$ cat src/core/cal_regs_pkg.sv
// constants and carrier types for the channel calibration register slice
// assumes a 16-bit register port with word addresses as printed
package cal_regs_pkg;
   localparam int ADDR_W = 8;
   localparam int DATA_W = 16;
   localparam int CAL_W  = 24;

   // ******************************
   // register offsets
   // ******************************
   localparam logic [7:0] CH0_GAIN_CAL_HIGH_OFS   = 8'h0C;
   localparam logic [7:0] CH0_GAIN_CAL_LOW_OFS    = 8'h0D;
   localparam logic [7:0] CH1_INPUT_CONFIG_OFS    = 8'h0E;
   localparam logic [7:0] CH1_OFFSET_CAL_HIGH_OFS = 8'h0F;
   localparam logic [7:0] CH1_OFFSET_CAL_LOW_OFS  = 8'h10;
   localparam logic [7:0] CH1_GAIN_CAL_HIGH_OFS   = 8'h11;
   localparam logic [7:0] CH1_GAIN_CAL_LOW_OFS    = 8'h12;
   localparam logic [7:0] CH2_INPUT_CONFIG_OFS    = 8'h13;

   // ******************************
   // reset values and field layout
   // ******************************
   localparam logic [15:0] GAIN_HIGH_RST   = 16'h8000;
   localparam logic [15:0] ZERO_RST        = 16'h0000;
   localparam logic [7:0]  LOW_BYTE_RST    = 8'h00;
   localparam int          LOW_FIELD_LSB   = 8;
   localparam int          CFG_RO_MSB      = 5;
   localparam int          CFG_RO_LSB      = 3;
   localparam logic [15:0] CFG_WRITE_MASK  = 16'hFFC7;

   typedef enum logic [1:0] {
      SEL_NORMAL_PINS,
      SEL_SHORTED,
      SEL_POS_TEST,
      SEL_NEG_TEST
   } input_sel_t;

   typedef struct packed {
      logic [ADDR_W-1:0] addr;
      logic [DATA_W-1:0] wdata;
      logic              wr;
      logic              rd;
   } reg_req_t;

   typedef struct packed {
      logic [CAL_W-1:0] value;
      logic             valid;
   } cal_word_t;
endpackage

$ cat src/core/adc_channel_calibration_regs.sv
// register slice: channel 0 gain, channel 1 input select, offset and gain
// assumes a one-cycle strobe port; read data one cycle after the strobe
//
// Notes on behaviour
// - channel 0 upper gain register holds gain bits 23:8, full RW
// - gain value is unsigned, 0 to just under 2.0
// - gain upper resets to 8000h, lower to 0000h, unity gain
// - gain lower register: bits 15:8 hold value 7:0, low byte reads 0
// - channel 1 config bits 5:3 read as zero
// - select field 1:0 picks pins, short, positive or negative test
// - channel 1 offset upper holds bits 23:8, value is signed
// - offset lower: bits 15:8 hold value 7:0, low byte reads 0
// - offset registers reset to 0000h
// - channel 1 config resets to 0000h, normal pins
`timescale 1ns/1ps
`default_nettype none
module adc_channel_calibration_regs
   import cal_regs_pkg::*;
(
   input  wire logic              clk,              // 200 MHz clock
   input  wire logic              sys_rst,          // async reset, high
   input  wire logic [ADDR_W-1:0] reg_addr,         // word address
   input  wire logic [DATA_W-1:0] reg_wdata,        // write data
   input  wire logic              reg_wr,           // write strobe
   input  wire logic              reg_rd,           // read strobe
   output logic      [DATA_W-1:0] reg_rdata,        // read data, next cycle
   output logic      [CAL_W-1:0]  ch0_gain_value,   // unsigned gain
   output logic      [CAL_W-1:0]  ch1_gain_value,   // unsigned gain
   output logic      [CAL_W-1:0]  ch1_offset_value, // signed offset
   output input_sel_t             ch1_input_select, // modulator input
   output logic                   ch1_pins_connect, // normal pin pair
   output logic                   ch1_inputs_short, // inputs shorted
   output logic                   ch1_test_pos,     // positive test
   output logic                   ch1_test_neg      // negative test
);
   // ******************************
   // request decode
   // ******************************
   reg_req_t req;
   assign req = '{addr: reg_addr, wdata: reg_wdata, wr: reg_wr, rd: reg_rd};

   logic wr_g0h, wr_g0l, wr_o1h, wr_o1l, wr_g1h, wr_g1l, wr_cfg1, wr_cfg2;
   assign wr_g0h  = req.wr && req.addr == CH0_GAIN_CAL_HIGH_OFS;
   assign wr_g0l  = req.wr && req.addr == CH0_GAIN_CAL_LOW_OFS;
   assign wr_cfg1 = req.wr && req.addr == CH1_INPUT_CONFIG_OFS;
   assign wr_o1h  = req.wr && req.addr == CH1_OFFSET_CAL_HIGH_OFS;
   assign wr_o1l  = req.wr && req.addr == CH1_OFFSET_CAL_LOW_OFS;
   assign wr_g1h  = req.wr && req.addr == CH1_GAIN_CAL_HIGH_OFS;
   assign wr_g1l  = req.wr && req.addr == CH1_GAIN_CAL_LOW_OFS;
   assign wr_cfg2 = req.wr && req.addr == CH2_INPUT_CONFIG_OFS;

   // ******************************
   // calibration pairs
   // ******************************
   logic [15:0] g0h_rd, g0l_rd, o1h_rd, o1l_rd, g1h_rd, g1l_rd;
   cal_word_t   g0_cal, o1_cal, g1_cal;

   cal_pair #(.HIGH_RST(GAIN_HIGH_RST)) u_ch0_gain (
      .clk     (clk),
      .sys_rst (sys_rst),
      .wr_high (wr_g0h),
      .wr_low  (wr_g0l),
      .wdata   (req.wdata),
      .high_rd (g0h_rd),
      .low_rd  (g0l_rd),
      .cal     (g0_cal)
   );

   cal_pair #(.HIGH_RST(ZERO_RST)) u_ch1_offset (
      .clk     (clk),
      .sys_rst (sys_rst),
      .wr_high (wr_o1h),
      .wr_low  (wr_o1l),
      .wdata   (req.wdata),
      .high_rd (o1h_rd),
      .low_rd  (o1l_rd),
      .cal     (o1_cal)
   );

   cal_pair #(.HIGH_RST(GAIN_HIGH_RST)) u_ch1_gain (
      .clk     (clk),
      .sys_rst (sys_rst),
      .wr_high (wr_g1h),
      .wr_low  (wr_g1l),
      .wdata   (req.wdata),
      .high_rd (g1h_rd),
      .low_rd  (g1l_rd),
      .cal     (g1_cal)
   );

   // ******************************
   // config registers
   // ******************************
   // reserved writable bits are stored as written; 5:3 never stored
   logic [15:0] cfg1_q, cfg1_d, cfg2_q, cfg2_d;

   always_comb
   begin
      cfg1_d = cfg1_q;
      cfg2_d = cfg2_q;
      if (wr_cfg1)
         cfg1_d = req.wdata & CFG_WRITE_MASK;
      if (wr_cfg2)
         cfg2_d = req.wdata & CFG_WRITE_MASK;
   end

   always_ff @(posedge clk or posedge sys_rst)
   begin
      if (sys_rst)
      begin
         cfg1_q <= ZERO_RST;
         cfg2_q <= ZERO_RST;
      end
      else
      begin
         cfg1_q <= cfg1_d;
         cfg2_q <= cfg2_d;
      end
   end

   // ******************************
   // read path
   // ******************************
   logic [15:0] rdata_q, rdata_d;

   always_comb
   begin
      rdata_d = ZERO_RST;
      if (req.rd)
      begin
         if (req.addr == CH0_GAIN_CAL_HIGH_OFS)
            rdata_d = g0h_rd;
         else if (req.addr == CH0_GAIN_CAL_LOW_OFS)
            rdata_d = g0l_rd;
         else if (req.addr == CH1_INPUT_CONFIG_OFS)
            rdata_d = cfg1_q;
         else if (req.addr == CH1_OFFSET_CAL_HIGH_OFS)
            rdata_d = o1h_rd;
         else if (req.addr == CH1_OFFSET_CAL_LOW_OFS)
            rdata_d = o1l_rd;
         else if (req.addr == CH1_GAIN_CAL_HIGH_OFS)
            rdata_d = g1h_rd;
         else if (req.addr == CH1_GAIN_CAL_LOW_OFS)
            rdata_d = g1l_rd;
         else if (req.addr == CH2_INPUT_CONFIG_OFS)
            rdata_d = cfg2_q;
         else
            rdata_d = ZERO_RST;
      end
   end

   // ******************************
   // outputs, all registered
   // ******************************
   input_sel_t sel_d, sel_q;
   logic [3:0] dec_d, dec_q;
   logic [CAL_W-1:0] g0_q, g1_q, o1_q;

   always_comb
   begin
      sel_d = input_sel_t'(cfg1_d[1:0]);
      case (sel_d)
         SEL_NORMAL_PINS: dec_d = 4'h1;
         SEL_SHORTED:     dec_d = 4'h2;
         SEL_POS_TEST:    dec_d = 4'h4;
         default:         dec_d = 4'h8;
      endcase
   end

   always_ff @(posedge clk or posedge sys_rst)
   begin
      if (sys_rst)
      begin
         rdata_q <= ZERO_RST;
         sel_q   <= SEL_NORMAL_PINS;
         dec_q   <= 4'h1;
         g0_q    <= {GAIN_HIGH_RST, LOW_BYTE_RST};
         g1_q    <= {GAIN_HIGH_RST, LOW_BYTE_RST};
         o1_q    <= {ZERO_RST, LOW_BYTE_RST};
      end
      else
      begin
         rdata_q <= rdata_d;
         sel_q   <= sel_d;
         dec_q   <= dec_d;
         // hold while a half is pending, so no torn value leaks out
         g0_q    <= g0_cal.valid ? g0_cal.value : g0_q;
         g1_q    <= g1_cal.valid ? g1_cal.value : g1_q;
         o1_q    <= o1_cal.valid ? o1_cal.value : o1_q;
      end
   end

   assign reg_rdata        = rdata_q;
   assign ch0_gain_value   = g0_q;
   assign ch1_gain_value   = g1_q;
   assign ch1_offset_value = o1_q;
   assign ch1_input_select = sel_q;
   assign ch1_pins_connect = dec_q[0];
   assign ch1_inputs_short = dec_q[1];
   assign ch1_test_pos     = dec_q[2];
   assign ch1_test_neg     = dec_q[3];
endmodule
`default_nettype wire

$ cat src/core/cal_pair.sv
// one 24-bit calibration value split over an upper word and a lower byte
// assumes writes arrive as single-cycle strobes on the block clock
`timescale 1ns/1ps
`default_nettype none
module cal_pair
   import cal_regs_pkg::*;
#(
   parameter logic [15:0] HIGH_RST = 16'h0000
)(
   input  wire logic        clk,        // block clock
   input  wire logic        sys_rst,    // async reset, active high
   input  wire logic        wr_high,    // write upper word
   input  wire logic        wr_low,     // write lower register
   input  wire logic [15:0] wdata,      // write data
   output logic      [15:0] high_rd,    // upper register readback
   output logic      [15:0] low_rd,     // lower register readback
   output var cal_word_t    cal         // assembled value
);
   logic [15:0]     high_q, high_d;
   logic [7:0]      low_q, low_d;
   logic            pend_hi_q, pend_hi_d;
   logic            pend_lo_q, pend_lo_d;
   logic [CAL_W-1:0] val_q, val_d;

   always_comb
   begin
      high_d    = high_q;
      low_d     = low_q;
      pend_hi_d = pend_hi_q;
      pend_lo_d = pend_lo_q;
      val_d     = val_q;
      if (wr_high)
      begin
         high_d    = wdata;
         pend_hi_d = 1'b1;
      end
      if (wr_low)
      begin
         low_d     = wdata[15:LOW_FIELD_LSB];
         pend_lo_d = 1'b1;
      end
      // commit only once both halves are fresh, to avoid a torn value
      if (pend_hi_d && pend_lo_d)
      begin
         val_d     = {high_d, low_d};
         pend_hi_d = 1'b0;
         pend_lo_d = 1'b0;
      end
   end

   always_ff @(posedge clk or posedge sys_rst)
   begin
      if (sys_rst)
      begin
         high_q    <= HIGH_RST;
         low_q     <= LOW_BYTE_RST;
         pend_hi_q <= 1'b0;
         pend_lo_q <= 1'b0;
         val_q     <= {HIGH_RST, LOW_BYTE_RST};
      end
      else
      begin
         high_q    <= high_d;
         low_q     <= low_d;
         pend_hi_q <= pend_hi_d;
         pend_lo_q <= pend_lo_d;
         val_q     <= val_d;
      end
   end

   assign high_rd   = high_q;
   assign low_rd    = {low_q, LOW_BYTE_RST};
   assign cal = '{value: val_q, valid: ~(pend_hi_q | pend_lo_q)};
endmodule
`default_nettype wire

$ cat config.mk
export PLATFORM = sky130hd
export DESIGN_NAME = adc_channel_calibration_regs
export DESIGN_NICKNAME = d
export VERILOG_FILES = /design/src/core/cal_regs_pkg.sv /design/src/core/adc_channel_calibration_regs.sv /design/src/core/cal_pair.sv
export SDC_FILE = /design/constraint.sdc
export NUM_CORES = 1
export LEC_CHECK = 0
export BUFFER_PORTS_ARGS = -buffer_cell sky130_fd_sc_hd__buf_2
export CAP_MARGIN = 40
export CORE_MARGIN = 8
export CORE_UTILIZATION = 30
export DETAILED_ROUTE_END_ITERATION = 6
export GPL_ROUTABILITY_DRIVEN = 0
export PLACE_DENSITY = 0.59
export SYNTH_ARGS = -nofsm -noshare
export SYNTH_HDL_FRONTEND = slang
export SYNTH_SLANG_ARGS = --single-unit
$ cat constraint.sdc
create_clock -name clk -period 8.1 [get_ports clk]
set_input_delay 0.81 -clock clk [delete_from_list [all_inputs] [get_ports clk]]
set_output_delay 0.81 -clock clk [all_outputs]
set_load 0.05 [all_outputs]
==> impl_results.md <==
- Ys flop type: dfrtp_1
- Minimum clock period: 3170 ps
- Pins Over Slew Limit: 0
- Clock tree buffer depth: 3
- Share of layout cells above drive strength 1: 48.8%
- Mean Syn Cell Area: 14.8 um^2
- Worst-Skew Late Latency: 540 ps
- Routed WL per cell: 21.6 um
- CTS Hold Bufs: 0
- First-pass GRT wire length: 45.8 mm
- WHS: 160 ps
- Largest net degree at the start of global routing: 186
- DRC viols: 4
- Dominant cell type by area after synthesis: dfrtp_1
- WP data arrival: 3610 ps
- Num rows: 70
- Crit-path most repeated cell: mux2_2
- Placed cell area: 12200 um^2
- Setup violators final: 0
- Required time of the critical path: 8530 ps
- Total negative slack: 0 ps
- Hold WC Path Type: in -> async
- CTS Sinks: 268
- Violated checks: design-rule violations
- Hold Fails Final Rpt: 0
- Nets@finish: 890
- Max-cap viol count: 0
- Syn nets: 781
- Worst-path clk slew: 60 ps
- Critical Path Max Stage Delay: 780 ps
- Worst setup EP type: register
- H-tree levels: 1
- Setup CP Type: in -> reg
- GRT Residual Overflow: 0
- Asr flop ratio synth: 100%
- Initial antenna violation count: 3
- Slowest CP cell: nor2b_1
- Num CTS Buffers: 29
- Most common cell in the netlist: dfrtp_1
- Router iterations before antenna repair: 7
- Area grow syn2layout: 20.1%
- Synth top area cells: dfrtp_1, mux2_2, o22ai_1, a2bb2oi_1, dfstp_2
- Finished Core Util: 36.6%
- Die height: 209 um
- Die footprint: 43700 um^2
- Synth cell types: 50
- Pwr dens: 250 nW/um^2
- Synth warnings: 0
- Clk root buf: clkbuf_16
- Fin crit share: 39.2%
- Via/cell ratio: 4.99
- Starting Density: 30.5%
- Via count: 6752
- Outcome: finished, violations left
- I/O Pins: 122
- 1st-iter DRT viols: 460
- VDD IR max: 0.124 mV
- ANT cells: 0
- Post-cts resize count: 0
- Post-CTS Setup Repair Bufs: 0
- HPWL after DPL: 20.5 mm
- Yosys reg bits: 268
- TritonCTS clock tree: built
- RSZ-0062 raised after global routing: false
- Buffers on Ports: 121
- Core Area: 36600 um^2
- Max_slew headroom: 27.9%
- CP Launch Type: primary input
- Number of flops mapped to enable cells by yosys: 0
- Worst Clk Skew: 8.29 ps
- Worst-path cell chain: buf_2 -> buf_4 -> nor2b_1 -> nand4_2 -> mux2_2 -> mux2_2
- Commonest cells in the netlist: dfrtp_1, mux2_2, o22ai_1
- Critical Path Fanout Max: 43
- Number of global-route vias before repair: 7235
- Overall Global Routing Usage: 13.3%
- Yosys top cell area share: 58.5%
- Post-Syn Area: 11200 um^2
- Slew @ Worst Pin: 1080 ps
- Pleak: 6.44 nW
- Fin area: 13400 um^2
- Mapped Cells: 753
- Seq/Total Area, Yosys: 60.1%
- Drt total wl: 29.3 mm
- Die W: 209 um
- Post-DRT Antenna Nets: 0
- Max Fclk: 315 MHz
[routing by layer]
metal | GRT usage (%) | up-vias | part of all wire, %
met2 | 20.5 | 195 | 44
met5 | 0 | - | 0.075
met1 | 17.8 | 3469 | 45
met4 | 5.01 | 4 | 3.3
met3 | 3.59 | 54 | 6.9
li1 | - | 3030 | -
[stage by stage]
step | total power, mW | worst slack [ps] | instances
floorplan | 1.69 | 3760 | 753
global placement | 1.78 | 4140 | 1293
detailed placement | 1.79 | 4420 | 1299
CTS | 3.40 | 4980 | 1353
global route | 3.48 | 4820 | 1353
finish | 3.36 | 4930 | 1353
[logic make-up (layout without fill, tap and decap cells)]
group           after synthesis  after routing  share of synthesized area [%]
compound gates              109            109                           7.97
buf+inv                      63            195                           3.00
flops                       268            268                           60.1
mux                         244            244                           25.3
simple gates                 69             69                           3.60
[flip-flops by register name, indices dropped and copies added (netlist names), 8 cells and up]
signal,count
cfg1_q,11
cfg2_q,13
ch0_gain_value,24
ch1_gain_value,24
ch1_offset_value,24
reg_rdata,16
u_ch0_gain.high_rd,16
u_ch0_gain.low_q,8
u_ch0_gain.val_q,24
u_ch1_gain.high_rd,16
u_ch1_gain.low_q,8
u_ch1_gain.val_q,24
u_ch1_offset.high_rd,16
u_ch1_offset.low_q,8
u_ch1_offset.val_q,24
[cell usage in the layout (no fill, tap or decap), drive strengths merged, types with 2 or more instances in the layout]
| cell | synthesis | routed |
|---|---|---|
| a21oi | 6 | 6 |
| a221o | 4 | 4 |
| a22o | 8 | 8 |
| a2bb2oi | 23 | 23 |
| a32o | 11 | 11 |
| a32oi | 3 | 3 |
| and2 | 2 | 2 |
| and3 | 5 | 5 |
| buf | 40 | 136 |
| bufinv | 0 | 10 |
| clkbuf | 18 | 37 |
| clkinv | 0 | 3 |
| clkinvlp | 0 | 3 |
| dfrtp | 261 | 261 |
| dfstp | 7 | 7 |
| inv | 5 | 6 |
| mux2 | 226 | 226 |
| mux2i | 10 | 10 |
| mux4 | 8 | 8 |
| nand2 | 15 | 15 |
| nand2b | 3 | 3 |
| nand3 | 5 | 5 |
| nand3b | 3 | 3 |
| nand4 | 4 | 4 |
| nor2 | 8 | 8 |
| nor2b | 12 | 12 |
| nor3 | 3 | 3 |
| o21ai | 8 | 8 |
| o22ai | 33 | 33 |
| o2bb2ai | 4 | 4 |
| o31ai | 4 | 4 |
| or3 | 3 | 3 |
| or3b | 2 | 2 |
[report_power, final]
group	internal [mW]	switching (mW)	total [mW]
Clock	1.05	0.554	1.60
Combinational	0.108	0.206	0.314
Sequential	1.40	0.0403	1.44
Total	2.56	0.800	3.36
[path summary, 6_finish.rpt]
| kind | startpoint | end | slack (ps) | depth (start not counted) |
|---|---|---|---|---|
| setup / recovery | reg_addr[0] | u_ch1_gain.val_q[12] | 4930 | 6 |
| hold / removal | sys_rst | ch1_offset_value[6] | 160 | 2 |
| setup reg to reg | u_ch1_gain.pend_hi_q | u_ch1_gain.val_q[14] | 6210 | 4 |
| hold reg to reg | cfg1_q[6] | cfg1_q[6] | 500 | 1 |
| max in group asynchronous | sys_rst | cfg1_q[12] | 6680 | 3 |
| min in group clk | cfg1_q[6] | cfg1_q[6] | 500 | 1 |
[worst max-delay path: cells and delay by family]
kind,cells,cell delay (ps)
buffers and inverters,2,510
muxes,2,820
and+or+nand+nor,2,1450
[area by class of cell]
type                       count  area (um^2)
fill                        3488        23200
timing repair buffer         136          777
clock inverter                17          348
clock buffer                  37          836
inverter                       5         22.5
sequential                   268         6720
multi-input combinational    422         4130
tap                          468          586
(Power assumes the default switching activity.)
